`src/core/sseq_pkg.sv`:
```
// constants shared by the status event and error queue block
// Notes on behaviour
// - each of three groups (measurement, operation, questionable) has a readable condition, a readable event and a read-write enable register.
// - event bits clear at power-up and on clear-status, not on status preset.
// - enable bits clear at power-up and on status preset, not on clear-status.
// - an enable value is taken as decimal, hexadecimal, octal or binary digits.
// - the error queue empties at power-up and on clear-status.
// - reset, system preset and status preset remove no queue entry.
// - the enabled and disabled message lists reset only at power-up.
// - the reset command and system preset change nothing in this block.
// - a next-error read returns and removes the oldest entry, code and message.
// - an all-errors read returns every entry, code and message, and empties the queue.
// - a count request reports the queue fill and removes nothing.
// - code-only reads remove entries like full reads but return no message.
// - codes in the disable list are not queued, and both lists read back.
// - a queue-clear removes every pending entry at once.
// - a register answer carries the selected status data format.
package sseq_pkg;
	localparam int REG_W = 16;
	localparam int GRP_N = 3;
	localparam int CODE_W = 16;
	localparam int MSG_W = 8;
	localparam int Q_DEPTH = 10;
	localparam int LIST_N = 8;
	// group indices
	localparam logic [1:0] GRP_MEAS = 2'h0;
	localparam logic [1:0] GRP_OPER = 2'h1;
	localparam logic [1:0] GRP_QUES = 2'h2;
	// register select within a group
	localparam logic [1:0] SEL_COND = 2'h0;
	localparam logic [1:0] SEL_EVENT = 2'h1;
	localparam logic [1:0] SEL_ENABLE = 2'h2;
	// number forms and answer formats
	localparam logic [1:0] RADIX_DEC = 2'h0;
	localparam logic [1:0] RADIX_HEX = 2'h1;
	localparam logic [1:0] RADIX_OCT = 2'h2;
	localparam logic [1:0] RADIX_BIN = 2'h3;
	// list select
	localparam logic LIST_ENABLE = 1'b0;
	localparam logic LIST_DISABLE = 1'b1;
	// reset values
	localparam logic [REG_W-1:0] EVENT_RST = 16'h0000;
	localparam logic [REG_W-1:0] ENABLE_RST = 16'h0000;
	localparam logic [CODE_W-1:0] NO_ERR_CODE = 16'h0000;
	localparam logic [MSG_W-1:0] NO_ERR_MSG = 8'h00;
endpackage

```
`src/core/sseq_q_if.sv`:
```
// link between the status block and its error queue
`timescale 1ns/100ps
interface sseq_q_if #(
	parameter int DEPTH  = sseq_pkg::Q_DEPTH,
	parameter int CODE_W = sseq_pkg::CODE_W,
	parameter int MSG_W  = sseq_pkg::MSG_W
);
	localparam int CNT_W = $clog2(DEPTH + 1);
	logic              push;
	logic [CODE_W-1:0] push_code;
	logic [MSG_W-1:0]  push_msg;
	logic              pop;
	logic              clr;
	logic [CNT_W-1:0]  count;
	logic [CODE_W-1:0] head_code;
	logic [MSG_W-1:0]  head_msg;

	modport owner (output push, push_code, push_msg, pop, clr, input count, head_code, head_msg);
	modport queue (input push, push_code, push_msg, pop, clr, output count, head_code, head_msg);
endinterface

```
`src/core/sseq_errq.sv`:
```
// error queue storage: oldest entry at the head, clear and push may share a cycle
`timescale 1ns/100ps
module sseq_errq #(
	parameter int DEPTH  = sseq_pkg::Q_DEPTH,
	parameter int CODE_W = sseq_pkg::CODE_W,
	parameter int MSG_W  = sseq_pkg::MSG_W
) (
	// clock and reset
	input  wire logic clk_i,
	input  wire logic srst_i,
	// queue side of the link
	sseq_q_if.queue   q
);
	localparam int PW = (DEPTH > 1) ? $clog2(DEPTH) : 1;
	localparam int CNT_W = $clog2(DEPTH + 1);
	localparam logic [CNT_W-1:0] FULL_CNT = CNT_W'(DEPTH);

	logic [CODE_W+MSG_W-1:0] mem [DEPTH];
	logic [PW-1:0]           rp;
	logic [PW-1:0]           wp;
	logic [CNT_W-1:0]        cnt;

	function automatic logic [PW-1:0] step(input logic [PW-1:0] p);
		step = (p == PW'(DEPTH - 1)) ? '0 : p + 1'b1;
	endfunction

	// a full queue drops the new entry unless a pop or a clear frees a slot in the same cycle
	wire           do_pop  = q.pop & (cnt != '0) & ~q.clr;
	wire           do_push = q.push & (q.clr | (cnt != FULL_CNT) | do_pop);
	wire [PW-1:0]  wr_idx  = q.clr ? '0 : wp;

	assign q.count     = cnt;
	assign q.head_code = mem[rp][CODE_W+MSG_W-1:MSG_W];
	assign q.head_msg  = mem[rp][MSG_W-1:0];

	// storage write
	always_ff @(posedge clk_i) begin
		if (do_push) begin
			mem[wr_idx] <= {q.push_code, q.push_msg};
		end
	end

	// pointers: a clear empties at once, an entry arriving with it is kept
	always_ff @(posedge clk_i) begin
		if (srst_i) begin
			rp  <= '0;
			wp  <= '0;
			cnt <= '0;
		end else if (q.clr) begin
			rp  <= '0;
			wp  <= do_push ? PW'(1) : '0;
			cnt <= do_push ? CNT_W'(1) : '0;
		end else begin
			if (do_pop) rp <= step(rp);
			if (do_push) wp <= step(wp);
			cnt <= cnt + CNT_W'(do_push) - CNT_W'(do_pop);
		end
	end

	if (DEPTH < 2) begin : g_chk
		$error("sseq_errq: DEPTH must be at least 2");
	end
endmodule // sseq_errq

```
`src/core/sseq_top.sv`:
```
// status registers, enable entry, message filter and error queue reads
`timescale 1ns/100ps
module sseq_top #(
	parameter int Q_DEPTH = sseq_pkg::Q_DEPTH,
	parameter int LIST_N  = sseq_pkg::LIST_N
) (
	// clock and reset (reset is power-up)
	input  wire logic                                      clk_i,
	input  wire logic                                      srst_i,
	// decoded commands, one-cycle pulses
	input  wire logic                                      cls_i,
	input  wire logic                                      stat_preset_i,
	input  wire logic                                      rst_cmd_i,
	input  wire logic                                      sys_preset_i,
	input  wire logic                                      q_clear_i,
	// instrument conditions and group summaries
	input  wire logic [sseq_pkg::GRP_N*sseq_pkg::REG_W-1:0] cond_i,
	output logic      [sseq_pkg::GRP_N-1:0]                 summary_o,
	// register queries
	input  wire logic                                      reg_rd_i,
	input  wire logic [1:0]                                reg_grp_i,
	input  wire logic [1:0]                                reg_sel_i,
	input  wire logic [1:0]                                fmt_sel_i,
	output logic                                           rd_valid_o,
	output logic      [sseq_pkg::REG_W-1:0]                 rd_data_o,
	output logic      [1:0]                                rd_fmt_o,
	// enable register entry, one digit per cycle
	input  wire logic                                      en_start_i,
	input  wire logic [1:0]                                en_grp_i,
	input  wire logic [1:0]                                en_radix_i,
	input  wire logic                                      en_dig_valid_i,
	input  wire logic [3:0]                                en_dig_i,
	input  wire logic                                      en_commit_i,
	output logic                                           en_bad_o,
	// messages raised by the instrument
	input  wire logic                                      err_valid_i,
	input  wire logic [sseq_pkg::CODE_W-1:0]                err_code_i,
	input  wire logic [sseq_pkg::MSG_W-1:0]                 err_msg_i,
	// enable and disable message lists
	input  wire logic                                      list_wr_i,
	input  wire logic                                      list_rd_i,
	input  wire logic                                      list_sel_i,
	input  wire logic [$clog2(LIST_N)-1:0]                 list_idx_i,
	input  wire logic                                      list_on_i,
	input  wire logic [sseq_pkg::CODE_W-1:0]                list_code_i,
	output logic                                           list_valid_o,
	output logic                                           list_on_o,
	output logic      [sseq_pkg::CODE_W-1:0]                list_code_o,
	// error queue reads
	input  wire logic                                      q_next_i,
	input  wire logic                                      q_all_i,
	input  wire logic                                      q_count_i,
	input  wire logic                                      q_code_only_i,
	output logic                                           rsp_valid_o,
	output logic      [sseq_pkg::CODE_W-1:0]                rsp_code_o,
	output logic      [sseq_pkg::MSG_W-1:0]                 rsp_msg_o,
	output logic                                           rsp_has_msg_o,
	output logic                                           rsp_last_o,
	output logic                                           q_busy_o,
	output logic                                           cnt_valid_o,
	output logic      [$clog2(Q_DEPTH+1)-1:0]              cnt_o
);
	localparam int W = sseq_pkg::REG_W;
	localparam int CW = sseq_pkg::CODE_W;
	localparam int LW = $clog2(LIST_N);
	localparam int CNT_W = $clog2(Q_DEPTH + 1);

	typedef enum logic [1:0] {
		SSEQ_IDLE  = 2'b01,
		SSEQ_DRAIN = 2'b10
	} sseq_state_type;

	// rst_cmd_i and sys_preset_i are deliberately read by nothing here
	logic [W-1:0]  cond_q  [sseq_pkg::GRP_N];
	logic [W-1:0]  event_r [sseq_pkg::GRP_N];
	logic [W-1:0]  enab_r  [sseq_pkg::GRP_N];
	logic [W-1:0]  acc;
	logic          acc_bad;
	logic [1:0]    acc_radix;
	logic [1:0]    acc_grp;
	logic [CW-1:0] list_code [2][LIST_N];
	logic          list_on   [2][LIST_N];
	logic          drain_code_only;
	sseq_state_type state;
	sseq_state_type next_state;

	sseq_q_if #(.DEPTH(Q_DEPTH), .CODE_W(CW), .MSG_W(sseq_pkg::MSG_W)) qi ();

	sseq_errq #(.DEPTH(Q_DEPTH), .CODE_W(CW), .MSG_W(sseq_pkg::MSG_W)) u_errq (
		.clk_i  (clk_i),
		.srst_i (srst_i),
		.q      (qi.queue)
	);

	// list lookup for the queue filter
	function automatic logic in_list(input logic [CW-1:0] c, input logic [CW-1:0] codes [LIST_N],
			input logic ons [LIST_N]);
		in_list = 1'b0;
		for (int i = 0; i < LIST_N; i++) begin
			if (ons[i] && codes[i] == c) in_list = 1'b1;
		end
	endfunction

	// a digit is legal only below its radix
	function automatic logic dig_ok(input logic [1:0] r, input logic [3:0] d);
		case (r)
			sseq_pkg::RADIX_DEC: dig_ok = d < 4'ha;
			sseq_pkg::RADIX_OCT: dig_ok = d < 4'h8;
			sseq_pkg::RADIX_BIN: dig_ok = d < 4'h2;
			default:             dig_ok = 1'b1;
		endcase
	endfunction

	// status groups: rising condition sets, a set in the clearing cycle survives
	for (genvar g = 0; g < sseq_pkg::GRP_N; g++) begin : g_grp
		wire [W-1:0] cond_now = cond_i[g*W +: W];
		wire [W-1:0] ev_set   = cond_now & ~cond_q[g];
		wire         wr_en    = en_commit_i & ~acc_bad & (acc_grp == 2'(g));

		always_ff @(posedge clk_i) begin
			if (srst_i) begin
				cond_q[g]  <= '0;
				event_r[g] <= sseq_pkg::EVENT_RST;
				enab_r[g]  <= sseq_pkg::ENABLE_RST;
				summary_o[g] <= 1'b0;
			end else begin
				cond_q[g]  <= cond_now;
				event_r[g] <= (cls_i ? '0 : event_r[g]) | ev_set;
				if (wr_en) enab_r[g] <= acc;
				else if (stat_preset_i) enab_r[g] <= '0;
				summary_o[g] <= |(event_r[g] & enab_r[g]);
			end
		end
	end

	// register query selection; group 3 and select 3 read as zero
	wire          grp_ok  = reg_grp_i <= sseq_pkg::GRP_QUES;
	wire [1:0]    grp_ix  = grp_ok ? reg_grp_i : 2'h0;
	wire [W-1:0]  rd_pick = (reg_sel_i == sseq_pkg::SEL_COND)   ? cond_q[grp_ix] :
	                        (reg_sel_i == sseq_pkg::SEL_EVENT)  ? event_r[grp_ix] :
	                        (reg_sel_i == sseq_pkg::SEL_ENABLE) ? enab_r[grp_ix] : '0;

	always_ff @(posedge clk_i) begin
		if (srst_i) begin
			rd_valid_o <= 1'b0;
			rd_data_o  <= '0;
			rd_fmt_o   <= sseq_pkg::RADIX_DEC;
		end else begin
			rd_valid_o <= reg_rd_i;
			if (reg_rd_i) begin
				rd_data_o <= grp_ok ? rd_pick : '0;
				rd_fmt_o  <= fmt_sel_i;
			end
		end
	end

	// number entry: the radix shift replaces a multiplier; values wider than W wrap
	wire [1:0]   use_rad  = en_start_i ? en_radix_i : acc_radix;
	wire [W-1:0] acc_in   = en_start_i ? '0 : acc;
	wire [W-1:0] dig_w    = W'(en_dig_i);
	wire [W-1:0] next_acc = (use_rad == sseq_pkg::RADIX_DEC) ? (acc_in << 3) + (acc_in << 1) + dig_w :
	                        (use_rad == sseq_pkg::RADIX_HEX) ? (acc_in << 4) | dig_w :
	                        (use_rad == sseq_pkg::RADIX_OCT) ? (acc_in << 3) | dig_w : (acc_in << 1) | dig_w;

	always_ff @(posedge clk_i) begin
		if (srst_i) begin
			acc       <= '0;
			acc_bad   <= 1'b0;
			acc_radix <= sseq_pkg::RADIX_DEC;
			acc_grp   <= sseq_pkg::GRP_MEAS;
			en_bad_o  <= 1'b0;
		end else begin
			en_bad_o <= en_commit_i & (acc_bad | acc_grp > sseq_pkg::GRP_QUES);
			if (en_start_i) begin
				acc_radix <= en_radix_i;
				acc_grp   <= en_grp_i;
				acc       <= '0;
				acc_bad   <= 1'b0;
			end
			if (en_dig_valid_i) begin
				acc <= next_acc;
				if (!dig_ok(use_rad, en_dig_i)) acc_bad <= 1'b1;
			end
		end
	end

	// message lists: writing a code into the enable list lifts it from the disable list
	wire on_dis = in_list(err_code_i, list_code[sseq_pkg::LIST_DISABLE], list_on[sseq_pkg::LIST_DISABLE]);

	for (genvar l = 0; l < 2; l++) begin : g_list
		for (genvar s = 0; s < LIST_N; s++) begin : g_slot
			wire wr_me  = list_wr_i & (list_sel_i == 1'(l)) & (list_idx_i == LW'(s));
			wire hit_en = (1'(l) == sseq_pkg::LIST_DISABLE) & list_wr_i & list_on_i
			              & (list_sel_i == sseq_pkg::LIST_ENABLE) & list_on[l][s] & (list_code[l][s] == list_code_i);

			always_ff @(posedge clk_i) begin
				if (srst_i) begin
					list_on[l][s]   <= 1'b0;
					list_code[l][s] <= '0;
				end else if (wr_me) begin
					list_on[l][s]   <= list_on_i;
					list_code[l][s] <= list_code_i;
				end else if (hit_en) begin
					list_on[l][s] <= 1'b0;
				end
			end
		end
	end

	always_ff @(posedge clk_i) begin
		if (srst_i) begin
			list_valid_o <= 1'b0;
			list_on_o    <= 1'b0;
			list_code_o  <= '0;
		end else begin
			list_valid_o <= list_rd_i;
			if (list_rd_i) begin
				list_on_o   <= list_on[list_sel_i][list_idx_i];
				list_code_o <= list_code[list_sel_i][list_idx_i];
			end
		end
	end

	// queue control; the preset and reset commands never reach clr
	wire q_empty = qi.count == '0;
	wire idle    = state == SSEQ_IDLE;
	wire do_next = idle & q_next_i;
	wire start_all = idle & ~q_next_i & q_all_i;
	wire q_clr   = cls_i | q_clear_i;
	wire drain_pop = (state == SSEQ_DRAIN) & ~q_empty;
	wire tail_now  = q_empty | (qi.count == CNT_W'(1) & ~qi.push);
	wire drain_end = (state == SSEQ_DRAIN) & tail_now;

	assign qi.push      = err_valid_i & ~on_dis;
	assign qi.push_code = err_code_i;
	assign qi.push_msg  = err_msg_i;
	assign qi.pop       = (do_next | start_all | drain_pop) & ~q_clr;
	assign qi.clr       = q_clr;
	assign q_busy_o     = ~idle;

	always_comb begin
		next_state = state;
		case (state)
			SSEQ_IDLE:  if (start_all && !tail_now && !q_clr) next_state = SSEQ_DRAIN;
			SSEQ_DRAIN: if (drain_end || q_clr) next_state = SSEQ_IDLE;
			default:    next_state = SSEQ_IDLE;
		endcase
	end

	// answers: an empty queue answers with the no-error entry
	wire emit    = ((do_next | start_all) & ~q_clr) | (drain_pop & ~q_clr);
	wire code_on = start_all | do_next ? q_code_only_i : drain_code_only;

	always_ff @(posedge clk_i) begin
		if (srst_i) begin
			state           <= SSEQ_IDLE;
			drain_code_only <= 1'b0;
			rsp_valid_o     <= 1'b0;
			rsp_code_o      <= '0;
			rsp_msg_o       <= '0;
			rsp_has_msg_o   <= 1'b0;
			rsp_last_o      <= 1'b0;
			cnt_valid_o     <= 1'b0;
			cnt_o           <= '0;
		end else begin
			state       <= next_state;
			rsp_valid_o <= emit;
			cnt_valid_o <= q_count_i;
			if (q_count_i) cnt_o <= qi.count;
			if (start_all) drain_code_only <= q_code_only_i;
			if (emit) begin
				rsp_code_o    <= q_empty ? sseq_pkg::NO_ERR_CODE : qi.head_code;
				rsp_msg_o     <= (q_empty || code_on) ? sseq_pkg::NO_ERR_MSG : qi.head_msg;
				rsp_has_msg_o <= ~code_on;
				rsp_last_o    <= do_next | (start_all & tail_now) | drain_end;
			end
		end
	end

	if (Q_DEPTH < 2 || LIST_N < 2) begin : g_chk
		$error("sseq_top: Q_DEPTH and LIST_N must be at least 2");
	end
endmodule // sseq_top

```
`config.mk`:
```
export PLATFORM = sky130hd
export DESIGN_NAME = sseq_top
export DESIGN_NICKNAME = d
export VERILOG_FILES = /design/src/core/sseq_pkg.sv /design/src/core/sseq_q_if.sv /design/src/core/sseq_errq.sv /design/src/core/sseq_top.sv
export SDC_FILE = /design/constraint.sdc
export NUM_CORES = 1
export LEC_CHECK = 0
export BUFFER_PORTS_ARGS = -buffer_cell sky130_fd_sc_hd__buf_2
export CAP_MARGIN = 20
export CELL_PAD_IN_SITES_DETAIL_PLACEMENT = 1
export CELL_PAD_IN_SITES_GLOBAL_PLACEMENT = 2
export CORE_UTILIZATION = 47
export DETAILED_ROUTE_END_ITERATION = 10
export GPL_ROUTABILITY_DRIVEN = 0
export PLACE_DENSITY = 0.95
export SLEW_MARGIN = 30
export SYNTH_ARGS = -nofsm -noshare
export SYNTH_HDL_FRONTEND = slang
export SYNTH_HIERARCHICAL = 1
export SYNTH_SLANG_ARGS = --single-unit
```
`constraint.sdc`:
```
create_clock -name clk_i -period 11.6 [get_ports clk_i]
set_input_delay 0 -clock clk_i [delete_from_list [all_inputs] [get_ports clk_i]]
set_output_delay 0 -clock clk_i [all_outputs]
set_load 0.03 [all_outputs]
```
==> impl_metrics.py, run 1 <==
metrics = {
    "synthesis": {
        "synth_compound_area_share_pct": 7.23,
        "yosys_most_used_dff": "edfxtp_1",
        "ys_seq_elements": 769,
        "synth_area_um2": 36900,
        "ys_seq_area_share_pct": 56.8,
        "avgSynthCellArea_um2": 12.9,
        "synthSimpleGateAreaFrac_pct": 13.2,
        "postSynth.asyncResetShare_pct": 0,
        "synthesis.nets": 3036,
        "synthXorXnorAreaFrac_pct": 6.42,
        "muxShareOfSynthArea_pct": 11.9,
        "synth_top_family_by_area": "simple AND/OR/NAND/NOR gates",
        "synth-adder-area-share_pct": 1.42,
        "yosys_warnings": 6,
        "syn_inst": 2871,
        "synth_edf_count": 560,
        "ys_types": 67,
    },
    "min_path": {
        "holdCritStartpoint": "list_code_i[10]",
        "whs_path_depth": 3,
        "min_path_type": "input pin to register",
        "whs_endpoint": "list_code[0][42]",
    },
    "detailed_routing": {
        "routedWlPerCell_um": 28.0,
        "first_pass_iters": 5,
        "ant_nets": 0,
        "num_vias": 25534,
        "wl_um": 118000,
        "route.detailed.drc": 0,
        "avgViaCountPerCell": 6.08,
        "drtIter0Drc": 2269,
    },
    "job": {
        "cap_violations": 0,
    },
    "setup_path": {
        "cp_top_family": "buffers and inverters",
        "regToRegEndpoint": "acc[8]",
        "worstPathCellList": "nor2b_1 > inv_1 > ha_1 > ha_1 > fa_1 > a21o_1 > a21oi_1 > o21bai_1 > a21oi_1 > xnor2_1 > nand4b_1 > dlygate4sd3_1 > a2111oi_0 > dlygate4sd3_1",
        "r2r_start": "acc[1]",
        "slowest_delay_ns": 0.62,
        "r2r_setup_slack_ns": 6.85,
        "crit_buf_inv": 3,
        "cp_slowest_cell": "dlygate4sd3_1",
        "crit_arrival_ns": 5.35,
        "crit_fanout": 5,
        "cp-end-kind": "register",
        "rr_worst_depth": 14,
        "crit_type": "register to register",
        "start_kind": "register",
        "required_ns": 12.20,
    },
    "global_routing": {
        "grt_pass1_vias": 27608,
        "grt_overflow_total": 0,
        "globalRouteMet3Util_pct": 4.43,
        "grt_use_total_pct": 29.7,
        "antenna_found_initial": 5,
        "grt_pass1_wl_um": 175000,
        "use_met1_pct": 35.6,
        "busiest_layer": "met2",
        "use_met2_pct": 51.3,
        "grt_max_degree": 98,
    },
    "timing": {
        "hold_violations": 0,
        "period_share_pct": 40.9,
        "drv_slew": 0,
        "fmax_mhz": 211,
        "relSlewSlack_pct": 31.4,
        "hold_slack_ns": 0.0386,
        "min_period_ns": 4.75,
        "skew_ns": 0.0415,
        "setup_viol": 0,
        "grt_setup_unrepaired": "no",
        "worst_pin_slew_ns": 1.03,
        "timing.setup.tns_ns": 0,
    },
    "layout": {
        "final_common_cell": "edfxtp_1",
        "drive_gt1_share_pct": 18.6,
        "nets": 3255,
        "syn_to_final_growth_pct": 15.4,
        "final_core_util_pct": 55.0,
        "layout_common_cells": "edfxtp_1, and2_1, dfxtp_1, buf_2, xnor2_1",
    },
    "cts": {
        "cts_inserted_buffers": 84,
        "clkLatencyLatePin_ns": 0.68,
        "cts_tree": "built",
        "cts_setup_buffers": 0,
        "cts_buffer_depth": 3,
        "cts-root-buf": "clkbuf_16",
        "cts_sinks": 769,
        "clkTransAtPathRegs_ns": 0.06,
        "htree_levels": 3,
    },
    "power_and_ir_drop": {
        "p_per_area_nw_per_um2": 155,
        "leakage_nw": 15.2,
        "vdd_ir_drop_max_mv": 0.110,
    },
    "floorplan": {
        "die_height_um": 282,
        "initial_core_util_pct": 47.6,
        "die_area_um2": 79700,
        "coreArea_um2": 77600,
        "fp.dieW_um": 282,
        "pin_count": 199,
        "core.rowCount": 102,
    },
    "placement": {
        "io_buffers": 196,
        "post-dp-hpwl_um": 73300,
    },
    "outcome": {
        "outcome": "completed",
    },
}
==> what timing repair did <==
action                    in CTS  in global routing
hold buffers                 107                  0
hold endpoints to repair     441                  0
gates resized for setup        0                  0
==> how the worst max path moves through the flow <==
stage / startpoint / endpoint / slack, ns / depth (start not counted)
global placement: en_start_i / acc[15] / 7.90 / 13
finish: acc[1] / acc[8] / 6.85 / 14
detailed placement: list_code[1][71] / u_errq/mem[5][22] / 7.72 / 9
floorplan: state[1] / u_errq/mem[9][0] / 7.12 / 7
global route: acc[1] / acc[8] / 6.57 / 14
CTS: acc[1] / acc[8] / 7.00 / 14
==> report_power, final <==
part / internal (mW) / total (mW) / switching, mW
clock network: 1.63 / 2.82 / 1.19
logic: 0.260 / 0.645 / 0.385
registers: 3.06 / 3.16 / 0.102
==> worst min-delay path, stage by stage <==
cell	delay, ns
buf_2	0.10
buf_4	0.25
and2_1	0.19
==> synthesized netlist by cell type, types with 24 or more instances <==
cell	number	share of area (%)
a211oi_1	24	0.49
a21oi_1	113	1.5
a221o_1	24	0.65
a22o_1	25	0.59
and2_1	320	5.4
buf_2	25	0.34
clkbuf_1	130	1.3
dfxtp_1	209	11
edfxtp_1	560	46
ha_1	37	1.3
mux2_2	84	2.6
mux2i_1	102	2.8
mux4_2	102	6.2
nand2_1	47	0.48
nand2b_1	124	2.1
nand4_1	32	0.54
nor2_1	130	1.3
nor2b_1	92	1.6
nor3_1	29	0.39
nor4_1	34	0.58
o21ai_0	51	0.69
o21ai_1	27	0.37
o22ai_1	27	0.46
xnor2_1	147	3.5
xor2_1	124	2.9
==> cell families after synthesis <==
group                    after synthesis
flip-flops                           769
XOR/XNOR                             271
multiplexers                         299
AO/OA/AOI/OAI                        402
adder cells (fa/ha/maj)               40
AND/OR/NAND/NOR                      856
buffers and inverters                234
==> cell type report <==
cell class              count  area [um^2]
clock buffers             104         2260
repair buffers            343         2390
multi-input cells        1868        15000
well taps                1040         1300
diodes                      2         5.00
fillers                  7768        34900
clock inverters            51          633
inverters                  24         90.1
flip-flops and latches    769        21000
==> flip-flops by register name (all words and copies together) (netlist names), 2 cells and up, named ones only <==
name / flops
list_code: 256
u_errq/mem: 240
cond_q: 48
enab_r: 48
event_r: 48
acc: 16
list_code_o: 16
list_on: 16
rd_data_o: 16
rsp_code_o: 16
rsp_msg_o: 8
cnt_o: 4
u_errq/q.count: 4
u_errq/rp: 4
u_errq/wp: 4
summary_o: 3
acc_grp: 2
acc_radix: 2
rd_fmt_o: 2
state: 2
==> metrics by stage <==
step / power, mW / worst slack [ns] / cell area [um^2] / instances
after floorplan: 3.57 / 7.12 / 36900 / 2871
final: 6.63 / 6.85 / 42600 / 4201
after global placement: 3.78 / 7.90 / 38600 / 3936
after CTS: 6.64 / 7.00 / 42600 / 4198
after detailed placement: 3.81 / 7.72 / 38600 / 3936
after global routing: 6.80 / 6.57 / 42600 / 4200
==> layer usage <==
layer | up-vias | share of wire, %
met5 | - | 0.048
met4 | 8 | 5.5
met3 | 345 | 6.4
met2 | 1180 | 50
met1 | 13037 | 38
li1 | 10964 | -
(Power assumes the default switching activity.)
==> run 2, diff against run 1 <==
--- a/config.mk
+++ b/config.mk
@@ -9,10 +9,10 @@
 export CAP_MARGIN = 20
 export CELL_PAD_IN_SITES_DETAIL_PLACEMENT = 1
 export CELL_PAD_IN_SITES_GLOBAL_PLACEMENT = 2
-export CORE_UTILIZATION = 47
+export CORE_UTILIZATION = 39
 export DETAILED_ROUTE_END_ITERATION = 10
 export GPL_ROUTABILITY_DRIVEN = 0
-export PLACE_DENSITY = 0.95
+export PLACE_DENSITY = 0.86
 export SLEW_MARGIN = 30
 export SYNTH_ARGS = -nofsm -noshare
 export SYNTH_HDL_FRONTEND = slang
==> constraint.sdc (replaced) <==
create_clock -name clk_i -period 4.35 [get_ports clk_i]
set_input_delay 0 -clock clk_i [delete_from_list [all_inputs] [get_ports clk_i]]
set_output_delay 0 -clock clk_i [all_outputs]
set_load 0.03 [all_outputs]
==> run 2 against run 1 <==
- register-to-register slack lost 6.6 ns
- critical endpoint unchanged
- power grew to 2.6 times the previous value
- combinational power grew to 2.7 times the previous value
- sequential cell count is the same
- critical path type unchanged
- largest power group unchanged
- largest cell class unchanged
- die area grew 20%
- highest routed layer unchanged
- worst hold slack lost 0.0016 ns
- clock skew shrank 0.0034 ns
- via count shrank 3.4%
- maximum frequency grew 17%
==> impl_metrics.py, run 2 (synthesis results as in run 1) <==
metrics = {
    "power_and_ir_drop": {
        "p_sw_share_pct": 25.3,
        "internal_power_mw": 13.1,
        "leakage_nw": 15.3,
        "p_seq_share_pct": 48.1,
        "p_per_area_nw_per_um2": 407,
        "pwr-share-comb_pct": 9.8,
        "vdd_ir_drop_max_mv": 0.253,
        "p_clk_share_pct": 42.1,
        "p_sw_mw": 4.44,
    },
    "floorplan": {
        "die_height_um": 310,
        "fp.dieW_um": 310,
        "initial_core_util_pct": 39.5,
        "coreArea_um2": 93600,
        "pin_count": 199,
        "die_area_um2": 96000,
        "core.rowCount": 112,
    },
    "setup_path": {
        "r2r_setup_slack_ns": 0.30,
        "r2r_start": "acc[1]",
        "crit_path_start": "acc[1]",
        "crit_arrival_ns": 4.57,
        "start_kind": "register",
        "required_ns": 4.88,
        "crit_type": "register to register",
        "regToRegEndpoint": "acc[8]",
        "crit_fanout": 5,
        "rr_worst_depth": 13,
        "cp-end-kind": "register",
        "crit_path_end": "acc[8]",
    },
    "cts": {
        "clkLatencyLatePin_ns": 0.68,
        "cts-root-buf": "clkbuf_16",
        "clkTransAtPathRegs_ns": 0.06,
        "cts_inserted_buffers": 88,
        "htree_levels": 3,
        "cts_tree": "built",
        "cts_buffer_depth": 3,
        "cts_sinks": 769,
    },
    "timing": {
        "setup_viol": 0,
        "min_period_ns": 4.05,
        "worst_pin_slew_ns": 1.01,
        "fmax_mhz": 247,
        "setup_slack_ns": 0.302,
        "timing.setup.tns_ns": 0,
        "grt_setup_unrepaired": "no",
        "period_share_pct": 93.1,
        "skew_ns": 0.0382,
        "drv_slew": 0,
        "hold_violations": 0,
        "relSlewSlack_pct": 32.3,
    },
    "global_routing": {
        "grt_pass1_wl_um": 167000,
        "grt_use_total_pct": 23.5,
        "antenna_found_initial": 4,
        "grt_overflow_total": 0,
        "grt_pass1_vias": 25727,
        "grt_max_degree": 66,
    },
    "detailed_routing": {
        "route.detailed.drc": 0,
        "avgViaCountPerCell": 5.54,
        "first_pass_iters": 5,
        "drtIter0Drc": 2183,
        "ant_nets": 0,
        "num_vias": 24658,
        "wl_um": 113000,
        "routedWlPerCell_um": 25.4,
    },
    "placement": {
        "post-place-ws_ns": 0.785,
        "post-dp-hpwl_um": 73500,
        "io_buffers": 196,
    },
    "layout": {
        "final_common_cell": "edfxtp_1",
        "layout_common_cells": "edfxtp_1, and2_1, dfxtp_1, buf_2, xnor2_1",
        "reg.largest.list": "list_code: 256 flops, u_errq/mem: 240 flops",
        "syn_to_final_growth_pct": 16.7,
        "drive_gt1_share_pct": 19.2,
        "nets": 3283,
        "nFillCells": 9738,
        "largest_reg_flops": 256,
        "largest_register": "list_code",
    },
    "outcome": {
        "outcome": "completed",
    },
    "job": {
        "cap_violations": 0,
    },
    "min_path": {
        "min_path_type": "input pin to register",
    },
}
==> run 2: changes by cell type in the layout (fill, tap and decap cells not counted), moves of 4 or more <==
cell	previous run	this run
buf_12	0	4
buf_4	38	61
bufinv_16	10	3
clkbuf_1	13	23
clkbuf_16	85	92
nor2_2	12	17
nor2_4	6	0
==> run 2: cell type report <==
type	count	area [um^2]	area share [%]
Sequential cell	769	21000	48.7
Multi-Input combinational cell	1868	15000	34.7
Timing Repair Buffer	367	2590	6.01
Clock buffer	123	2500	5.80
Tap cell	1254	1570	3.64
Clock inverter	41	384	0.891
Inverter	24	90.1	0.209
Antenna cell	4	10.0	0.0232
==> run 2: power by group through the flow <==
stage / Combinational [mW] / Sequential [mW] / Clock, mW
global route: 1.83 / 8.46 / 7.77
CTS: 1.72 / 8.42 / 7.55
global placement: 1.59 / 8.56 / 0
detailed placement: 1.62 / 8.58 / 0
finish: 1.72 / 8.43 / 7.39
floorplan: 0.995 / 8.53 / 0
==> run 2: metal layers <==
layer	GRT usage, %	share of wire, %	up-vias
li1	-	-	11005
met1	31.2	43	12685
met2	38.9	48	768
met3	3.97	6.0	196
met4	7.58	2.9	4
met5	0	0.024	-
==> run 2: timing repair <==
action,in CTS,in global routing
hold endpoints to repair,456,0
resized for setup,0,0
hold buffers,107,0
buffers inserted,0,0
==> run 2: critical path: stages, from the launching register on <==
cell and delay, ns:
dfxtp_1 0.49, nor2b_1 0.42, inv_1 0.09, ha_1 0.28
ha_1 0.23, fa_1 0.46, a21o_1 0.17, a21oi_1 0.25
o21bai_1 0.10, a21oi_1 0.18, xnor2_1 0.20, nand4b_1 0.12
dlygate4sd3_1 0.57, a2111oi_0 0.32
==> run 2: stage by stage <==
step	total power, mW	hold slack (ns)	std cells	utilization (%)	area [um^2]
after floorplan	9.52	0.0724	2871	-	37000
after global placement	10.1	0.227	4175	41.8	39100
after detailed placement	10.2	0.236	4175	41.8	39100
after CTS	17.7	0.00125	4446	46.0	43100
after global routing	18.1	0.0406	4447	46.0	43100
final	17.5	0.0370	4450	46.1	43100
==> run 2: how the worst min path moves through the flow <==
stage | from | to | slack, ns | depth (start not counted)
2_1_floorplan | srst_i | u_errq/q.count[0] | 0.07 | 1
3_3_place_gp | cond_i[16] | cond_q[1][0] | 0.23 | 2
3_5_place_dp | cond_i[42] | cond_q[2][10] | 0.24 | 2
4_1_cts | list_code_i[9] | list_code[0][41] | 0.001 | 2
5_1_grt | list_code_i[9] | list_code[0][9] | 0.04 | 2
6_report | list_code_i[9] | list_code[0][25] | 0.04 | 2
